### src/gpcw_pkg.sv
`default_nettype none

package gpcw_pkg;

	// ----------------------------------------------------------------
	// Widths and positions
	// ----------------------------------------------------------------
	localparam int GPCW_WIDTH = 8;
	localparam int GPCW_CHG_LO = 4;
	localparam int GPCW_CHG_BITS = 4;
	localparam int GPCW_SYNC_STAGES = 2;

	// ----------------------------------------------------------------
	// Values after reset
	// ----------------------------------------------------------------
	localparam logic [7:0] GPCW_DIR_RST = 8'hff;
	localparam logic [7:0] GPCW_LATCH_RST = 8'h00;
	localparam logic GPCW_PU_N_RST = 1'b1;
	localparam logic [3:0] GPCW_REF_RST = 4'h0;
	localparam logic [1:0] GPCW_SETTLE_RST = 2'h0;
	// One cycle more than the synchroniser depth, so the last load of the
	// reference sees real pin levels rather than the synchroniser's zeros.
	localparam logic [1:0] GPCW_SETTLE_DONE = 2'h3;

	// Set to one to model the variant that may lose a change arriving
	// in the read quarter of a port read.
	localparam logic GPCW_MISS_AT_READ = 1'b0;

	// ----------------------------------------------------------------
	// Instruction cycle quarters
	// ----------------------------------------------------------------
	typedef enum logic [1:0] {
		PH_FETCH,
		PH_READ,
		PH_EXEC,
		PH_WRITE
	} gpcw_phase_e;

endpackage

`default_nettype wire

### src/gpcw_port.sv
`default_nettype none

module gpcw_port import gpcw_pkg::*; (
	input wire logic clk, // core clock, 250 MHz
	input wire logic rst, // synchronous reset, active high
	input wire logic [7:0] pad_in, // pin levels
	output logic [7:0] pad_out, // pin output levels
	output logic [7:0] pad_oe, // pin driver enable, high drives
	output logic [7:0] pullup_on, // weak pull-up enable per pin
	input wire logic port_rd_req, // read of port_data
	output logic [7:0] port_rd_data, // value captured by the read
	input wire logic port_wr_req, // write of port_data
	input wire logic [7:0] port_wr_data, // new output latch value
	input wire logic dir_wr_req, // write of port_direction
	input wire logic [7:0] dir_wr_data, // one = input, zero = output
	input wire logic pu_wr_req, // write of pullup_enable_n
	input wire logic pullup_enable_n, // zero enables the pull-ups
	input wire logic flag_wr_req, // write of port_change_flag
	input wire logic flag_wr_data, // written flag value
	output logic port_change_flag, // interrupt_control bit 0
	output logic wake_req, // asks the core to leave sleep
	output logic read_phase, // second quarter of the cycle
	output logic write_phase // fourth quarter of the cycle
);

	// ----------------------------------------------------------------
	// State
	// ----------------------------------------------------------------
	typedef struct packed {
		gpcw_phase_e phase;
		logic [7:0] latch;
		logic [7:0] dir;
		logic pu_n;
		logic [3:0] ref_val;
		logic flag;
		logic [7:0] rd_data;
		logic [1:0] settle;
	} gpcw_state_s;

	gpcw_state_s st_q;
	gpcw_state_s st_d;
	logic [7:0] pins;
	logic [3:0] miss;
	logic mismatch;
	logic rd_now;
	logic wr_now;
	logic settled;

	gpcw_sync #(
		.W(GPCW_WIDTH)
	) u_sync (
		.clk(clk),
		.rst(rst),
		.async_in(pad_in),
		.sync_out(pins)
	);

	// ----------------------------------------------------------------
	// Change detection
	// ----------------------------------------------------------------
	assign read_phase = (st_q.phase == PH_READ);
	assign write_phase = (st_q.phase == PH_WRITE);
	assign rd_now = read_phase && port_rd_req;
	assign wr_now = write_phase && port_wr_req;
	// No change can be seen until the reference holds synchronised pin
	// levels, which keeps a reset from looking like a key press.
	assign settled = (st_q.settle == GPCW_SETTLE_DONE);
	// Output pins drop out of the comparison.
	assign miss = (pins[7:GPCW_CHG_LO] ^ st_q.ref_val)
		& st_q.dir[7:GPCW_CHG_LO];
	assign mismatch = settled && (|miss);

	always_comb begin
		st_d = st_q;
		case (st_q.phase)
			PH_FETCH: st_d.phase = PH_READ;
			PH_READ: st_d.phase = PH_EXEC;
			PH_EXEC: st_d.phase = PH_WRITE;
			PH_WRITE: st_d.phase = PH_FETCH;
			default: st_d.phase = PH_FETCH;
		endcase
		// Until the synchroniser holds real pin levels the reference
		// just tracks them, so reset does not fake a change.
		if (!settled) begin
			st_d.settle = st_q.settle + 2'h1;
			st_d.ref_val = pins[7:GPCW_CHG_LO];
		end
		if (rd_now) begin
			st_d.rd_data = pins;
			st_d.ref_val = pins[7:GPCW_CHG_LO];
		end
		if (wr_now) begin
			st_d.latch = port_wr_data;
			st_d.ref_val = pins[7:GPCW_CHG_LO];
		end
		if (write_phase && dir_wr_req) begin
			st_d.dir = dir_wr_data;
		end
		if (write_phase && pu_wr_req) begin
			st_d.pu_n = pullup_enable_n;
		end
		if (write_phase && flag_wr_req) begin
			st_d.flag = flag_wr_data;
		end
		// Setting wins over a software clear, so the flag cannot be
		// cleared while the mismatch lasts.
		if (mismatch && !(GPCW_MISS_AT_READ && rd_now)) begin
			st_d.flag = 1'b1;
		end
	end

	always_ff @(posedge clk) begin
		if (rst) begin
			st_q.phase <= PH_FETCH;
			st_q.latch <= GPCW_LATCH_RST;
			st_q.dir <= GPCW_DIR_RST;
			st_q.pu_n <= GPCW_PU_N_RST;
			st_q.ref_val <= GPCW_REF_RST;
			st_q.flag <= 1'b0;
			st_q.rd_data <= GPCW_LATCH_RST;
			st_q.settle <= GPCW_SETTLE_RST;
		end else begin
			st_q <= st_d;
		end
	end

	// ----------------------------------------------------------------
	// Pins and outputs
	// ----------------------------------------------------------------
	assign pad_out = st_q.latch;
	assign pad_oe = ~st_q.dir;
	assign pullup_on = {8{~st_q.pu_n}} & st_q.dir;
	assign port_rd_data = st_q.rd_data;
	assign port_change_flag = st_q.flag;
	// Wake-up is the flag itself, so it stays up until software clears the flag
	// while no upper input pin differs from the reference.
	assign wake_req = st_q.flag;
endmodule

`default_nettype wire

### src/gpcw_sync.sv
`default_nettype none

module gpcw_sync import gpcw_pkg::*; #(
	parameter int W = 8
) (
	input wire logic clk, // core clock
	input wire logic rst, // synchronous reset, active high
	input wire logic [W-1:0] async_in, // raw pin levels
	output logic [W-1:0] sync_out // levels after two flops
);

	typedef struct packed {
		logic [W-1:0] meta;
		logic [W-1:0] stable;
	} gpcw_sync_s;

	gpcw_sync_s st_q;
	gpcw_sync_s st_d;

	// The first stage feeds only the second one.
	always_comb begin
		st_d.meta = async_in;
		st_d.stable = st_q.meta;
	end

	always_ff @(posedge clk) begin
		if (rst) begin
			st_q <= '0;
		end else begin
			st_q <= st_d;
		end
	end

	assign sync_out = st_q.stable;

endmodule

`default_nettype wire

### config.mk
export PLATFORM = sky130hd
export DESIGN_NAME = gpcw_port
export DESIGN_NICKNAME = d
export VERILOG_FILES = /design/src/gpcw_pkg.sv /design/src/gpcw_port.sv /design/src/gpcw_sync.sv
export SDC_FILE = /design/constraint.sdc
export NUM_CORES = 1
export LEC_CHECK = 0
export ABC_AREA = 1
export BUFFER_PORTS_ARGS = -buffer_cell sky130_fd_sc_hd__clkbuf_2
export CAP_MARGIN = 40
export CORE_ASPECT_RATIO = 1.2
export CORE_UTILIZATION = 49
export CTS_CLUSTER_DIAMETER = 60
export DETAILED_ROUTE_END_ITERATION = 8
export PLACE_DENSITY = 0.78
export SYNTH_ARGS = -nofsm -noshare
export SYNTH_HDL_FRONTEND = slang
export SYNTH_SLANG_ARGS = --single-unit
export TNS_END_PERCENT = 10
### constraint.sdc
create_clock -name clk -period 1.6 [get_ports clk]
set_clock_uncertainty 0.05 [all_clocks]
set_input_delay 0.16 -clock clk [delete_from_list [all_inputs] [get_ports clk]]
set_output_delay 0.16 -clock clk [all_outputs]
set_load 0.02 [all_outputs]
==> flow_metrics.tcl, run 1 <==
set metrics [dict create \
    fin_ws_ps 137 \
    coreArea_um2 3910 \
    viasPerCell 4.38 \
    layout_commonest_cell "clkbuf_2" \
    crit_chain "ha_1 > clkbuf_2" \
    die_x_um 60.2 \
    dp_cells 349 \
    cp_slowest_cell "dfxtp_1" \
    cts_tree "built" \
    cp.arrival_ps 1250 \
    boundaryPins 69 \
    period_needed_ps 1460 \
    synth_top_cell_by_area "dfxtp_1" \
    synthTopCellsByArea "dfxtp_1 50%, nor2_1 11%, inv_1 7.2%" \
    postSynthCellCount 250 \
    finalSetupViolCount 0 \
    cts_num_sinks 50 \
    vias 1594 \
    grt_pass1_vias 1342 \
    grt_max_degree 31 \
    n_fill_cell 346 \
    grt_antenna_before_repair 0 \
    start_util 0.509 \
    first_iter_violations 35 \
    root_buffer "clkbuf_8" \
    cts_htree_levels 2 \
    pre_cts_slack_ps 208 \
    layout.nets 347 \
    slew_headroom 0.793 \
    gp_congestion 0.765 \
    drv_cap 0 \
    io_buffers 68 \
    post_cts_buffers 0 \
    ys_types 20 \
    path_class "flip-flop to output port" \
    syn_nets 288 \
    yosys_warnings 0 \
    grt_overflow_total 0 \
    wl_per_cell_um 9.38 \
    clkTransAtPathRegs_ps 80 \
    fmax_mhz 684 \
    end_kind "output port" \
    worstMarginPinSlew_ps 311 \
    grt_use_total 0.171 \
    clkPwrFrac 0.283 \
    critPathRequiredTime_ps 1390 \
    syn2layout_area_growth_pct 21.5 \
    wl_mm 3.41 \
    max_stage_delay_ps 360 \
    drc 0 \
    rrSetupSlack_ps 220 \
    synth.cell_area_um2 1990 \
    clk-insertion-delay-late_ps 290 \
    drive_gt1_frac 0.274 \
    hpwl_mm 2.51 \
    fin_crit_sh 0.914 \
    start_kind "flip-flop" \
    status "finished, final reports clean" \
    fin_cells 364 \
    maxSlewViolCount 0 \
    power_frac_seq 0.498 \
    grt_pass1_wl_mm 5.58 \
    synth_top_area_frac 0.503 \
    p_sw_frac 0.295 \
    crit_fanout 7 \
    die-area_um2 4330 \
    rsz0062_at_grt "false" \
    n_antenna_cell 0 \
    syn_area_per_cell_um2 7.97 \
    layout_common_cells "68 x clkbuf_2, 57 x nor2_1, 50 x dfxtp_1, 38 x inv_1, 25 x nand2_1" \
    finalHoldViolations 0 \
    multi_input_area_um2 664 \
    hp-class "input port to flip-flop" \
    p_leak_nw 1.27 \
    tns_ps 0 \
    pwr-share-comb 0.219 \
    ys_ff_latch 50 \
    antenna_left 0 \
    switchingPower_mw 0.857 \
    dr.pass1.iters 2 \
    seq_area_frac_synth 0.503 \
    ctsLongestPathBuffers 2 \
    die_h_um 71.8 \
    power_density_nw_per_um2 1200 \
    cts_inserted_buffers 5 \
    peakVddDrop_v 0.000824 \
    p_int_mw 2.05 \
    seqCellArea_um2 1000 \
    num_rows 25 \
]
## path summary, 6_finish.rpt
check | startpoint | endpoint | depth (start not counted)
max | st_q[32] | write_phase | 2
min | pad_in[4] | u_sync.st_d[4] | 3
max reg2reg | st_q[33] | port_rd_data[4] | 6
min reg2reg | u_sync.st_d[5] | u_sync.sync_out[5] | 2
## sequential cells by signal (all words and copies together), names as in the netlist
signal,count
st_q,17
port_rd_data,8
port_change_flag,1
u_sync.sync_out,8
pad_out,8
u_sync.st_d,8
## per-layer routing
| metal | global-route usage | up-vias | wire length [um] |
|---|---|---|---|
| met5 | 0 | - | 0 |
| met4 | 0.0672 | 0 | 51 |
| met3 | 0.0560 | 5 | 172 |
| met2 | 0.292 | 46 | 1640 |
| met1 | 0.190 | 681 | 1550 |
| li1 | - | 862 | - |
## synth_stat cells
master	number
nor2_1	57
dfxtp_1	50
inv_1	38
nand2_1	25
o21ai_0	21
buf_4	18
a21oi_1	10
o211ai_1	6
ha_1	5
nand3_1	5
clkbuf_1	4
buf_2	2
o211ai_2	2
buf_8	1
clkinv_2	1
inv_2	1
nand2_2	1
nand2_4	1
nand3_4	1
xor2_1	1
## layout make-up
| class | instances | area share |
|---|---|---|
| Inverter | 40 | 0.0626 |
| Clock buffer | 8 | 0.0455 |
| Sequential cell | 50 | 0.414 |
| Multi-Input combinational cell | 135 | 0.275 |
| Tap cell | 54 | 0.0279 |
| Timing Repair Buffer | 77 | 0.176 |
## worst max-delay path: cells and delay by family, from the launching register on
kind,cells,cell delay (ps)
adders and majority gates,1,350
buffers and inverters,1,240
DFF,1,360
## stage by stage
stage / total power, mW / area [um^2] / hold WS, ps / utilization
floorplan: 1.98 / 1990 / 217 / -
global placement: 2.08 / 2240 / 307 / 0.573
detailed placement: 2.11 / 2240 / 309 / 0.573
CTS: 2.93 / 2420 / 1.47 / 0.619
global route: 3.09 / 2420 / 11.0 / 0.619
finish: 2.91 / 2420 / 7.02 / 0.619
## kinds of logic after synthesis
group / count (synthesis) / synth area share
adders and majority gates: 5 / 0.0314
and+or+nand+nor: 90 / 0.185
DFF: 50 / 0.503
AOI/OAI and AO/OA: 39 / 0.113
xor gates and xnor gates: 1 / 0.00440
buffers and inverters: 65 / 0.164
## power by group through the flow
stage | clock, mW | combinational (mW) | sequential [mW]
2_1_floorplan | 0 | 0.523 | 1.46
3_3_place_gp | 0 | 0.612 | 1.47
3_5_place_dp | 0 | 0.631 | 1.48
4_1_cts | 0.838 | 0.646 | 1.45
5_1_grt | 0.893 | 0.728 | 1.47
6_report | 0.824 | 0.638 | 1.45
## what timing repair did
action,in CTS,in global routing
hold buffers,7,0
resized for setup,0,0
endpoints found under the hold margin,7,0
(Power assumes the default switching activity.)
==> run 2: changes to the inputs <==
--- a/config.mk
+++ b/config.mk
@@ -9,10 +9,11 @@
 export BUFFER_PORTS_ARGS = -buffer_cell sky130_fd_sc_hd__clkbuf_2
 export CAP_MARGIN = 40
 export CORE_ASPECT_RATIO = 1.2
-export CORE_UTILIZATION = 49
+export CORE_UTILIZATION = 50
+export CTS_BUF_LIST = sky130_fd_sc_hd__clkbuf_8
 export CTS_CLUSTER_DIAMETER = 60
 export DETAILED_ROUTE_END_ITERATION = 8
-export PLACE_DENSITY = 0.78
+export PLACE_DENSITY = 0.8
 export SYNTH_ARGS = -nofsm -noshare
 export SYNTH_HDL_FRONTEND = slang
 export SYNTH_SLANG_ARGS = --single-unit
==> flow_metrics.tcl, run 2 (synthesis results as in run 1) <==
set metrics [dict create \
    grt_max_degree 31 \
    final_core_util 0.661 \
    p_sw_frac 0.277 \
    post_cts_buffers 0 \
    drv_cap 0 \
    grt_pass1_vias 1416 \
    hp-class "input port to flip-flop" \
    max_stage_delay_ps 380 \
    layout.nets 348 \
    io_buffers 68 \
    crit_chain "ha_1 > clkbuf_2" \
    die_x_um 59.6 \
    end_kind "output port" \
    clk-insertion-delay-late_ps 300 \
    n_antenna_cell 0 \
    grt_overflow_total 0 \
    dr.pass1.iters 4 \
    power_frac_seq 0.459 \
    fin_crit_sh 0.930 \
    power_density_nw_per_um2 1280 \
    coreArea_um2 3720 \
    root_buffer "clkbuf_8" \
    start_util 0.535 \
    cp_slowest_cell "dfxtp_1" \
    path_class "flip-flop to output port" \
    crit_fanout 7 \
    regMostFlops "st_q" \
    start_kind "flip-flop" \
    slew_headroom 0.782 \
    drc 0 \
    finalHoldViolations 0 \
    hpwl_mm 2.52 \
    pwr-share-comb 0.204 \
    num_rows 24 \
    r2r_start "st_q[33]" \
    fmax_mhz 672 \
    period_needed_ps 1490 \
    gp_congestion 0.773 \
    vias 1590 \
    critPathRequiredTime_ps 1390 \
    cts_num_sinks 50 \
    boundaryPins 69 \
    grt_use_total 0.182 \
    grt_pass1_wl_mm 5.74 \
    p_leak_nw 1.29 \
    layout_commonest_cell "clkbuf_2" \
    wl_per_cell_um 9.63 \
    maxSlewViolCount 0 \
    crit_cells 2 \
    cts_htree_levels 2 \
    reg2reg_depth 6 \
    rsz0062_at_grt "false" \
    peakVddDrop_v 0.000891 \
    cp.arrival_ps 1280 \
    min_path_cells 3 \
    first_iter_violations 57 \
    cts_tree "built" \
    n_fill_cell 360 \
    cts_inserted_buffers 5 \
    antenna_left 0 \
    drive_gt1_frac 0.273 \
    layout_common_cells "68 x clkbuf_2, 57 x nor2_1, 50 x dfxtp_1, 38 x inv_1, 25 x nand2_1" \
    tns_ps 0 \
    ctsLongestPathBuffers 2 \
    status "finished, final reports clean" \
    finalSetupViolCount 0 \
    p_int_mw 2.28 \
    switchingPower_mw 0.873 \
    startpoint "st_q[32]" \
    placement.cell_area_um2 2240 \
    worstMarginPinSlew_ps 328 \
    crit_family "flip-flops" \
    hold_start "dir_wr_data[7]" \
    largest_reg_flops 17 \
    syn2layout_area_growth_pct 23.5 \
    die-area_um2 4240 \
    grt_antenna_before_repair 0 \
    clkTransAtPathRegs_ps 90 \
    viasPerCell 4.38 \
    final_cell_area_um2 2460 \
    clkPwrFrac 0.337 \
    critical_path_buf_inv_count 1 \
    wl_mm 3.50 \
    die_h_um 71.1 \
]
==> run 2: power groups by stage <==
stage / registers (mW) / clock network (mW) / logic, mW
4_1_cts: 1.45 / 1.09 / 0.652
3_3_place_gp: 1.47 / 0 / 0.612
5_1_grt: 1.47 / 1.14 / 0.720
6_report: 1.45 / 1.06 / 0.644
2_1_floorplan: 1.46 / 0 / 0.523
3_5_place_dp: 1.48 / 0 / 0.631
==> run 2: layout make-up <==
cell class                 count  area [um^2]  area share
inverter                      40          151      0.0615
timing repair buffer          78          435       0.177
clock buffer                   6         82.6      0.0336
sequential                    50         1000       0.407
clock inverter                 2         60.1      0.0244
multi-input combinational    135          664       0.270
tap                           52         65.1      0.0264
==> run 2: metal layers <==
layer  GRT usage  vias to the layer above  part of all wire
met5           0                        -                 0
met4      0.0930                        0             0.023
met3      0.0567                        6             0.045
met2       0.326                       40              0.51
met1       0.183                      680              0.42
li1            -                      864                 -
==> run 2: final timing paths <==
| path | slack (ps) | endpoint |
|---|---|---|
| worst max-delay path | 110 | write_phase |
| worst min-delay path | 20 | st_q[23] |
| worst max register to register | 140 | port_rd_data[5] |
| worst min register to register | 350 | u_sync.sync_out[0] |
==> run 2: timing repair <==
action	in CTS	in global routing
endpoints found under the hold margin	8	0
endpoints found under the setup margin	0	0
hold buffers	8	0
resized for setup	0	0
==> run 2: through the flow <==
| stage | std cells | hold slack [ps] | power (mW) | setup slack, ps |
|---|---|---|---|---|
| 6_report | 363 | 21.2 | 3.16 | 112 |
| 5_1_grt | 363 | 19.9 | 3.33 | 18.9 |
| 4_1_cts | 363 | 12.3 | 3.19 | 109 |
| 3_5_place_dp | 347 | 305 | 2.11 | 151 |
| 3_3_place_gp | 347 | 302 | 2.08 | 261 |
| 2_1_floorplan | 250 | 217 | 1.98 | 235 |
==> run 2: worst reg2reg max path: stages, from the launching register on <==
cell and delay (ps):
dfxtp_1 370, inv_1 80, ha_1 220, nand2_2 140, inv_1 170, o21ai_0 240
a21oi_1 70
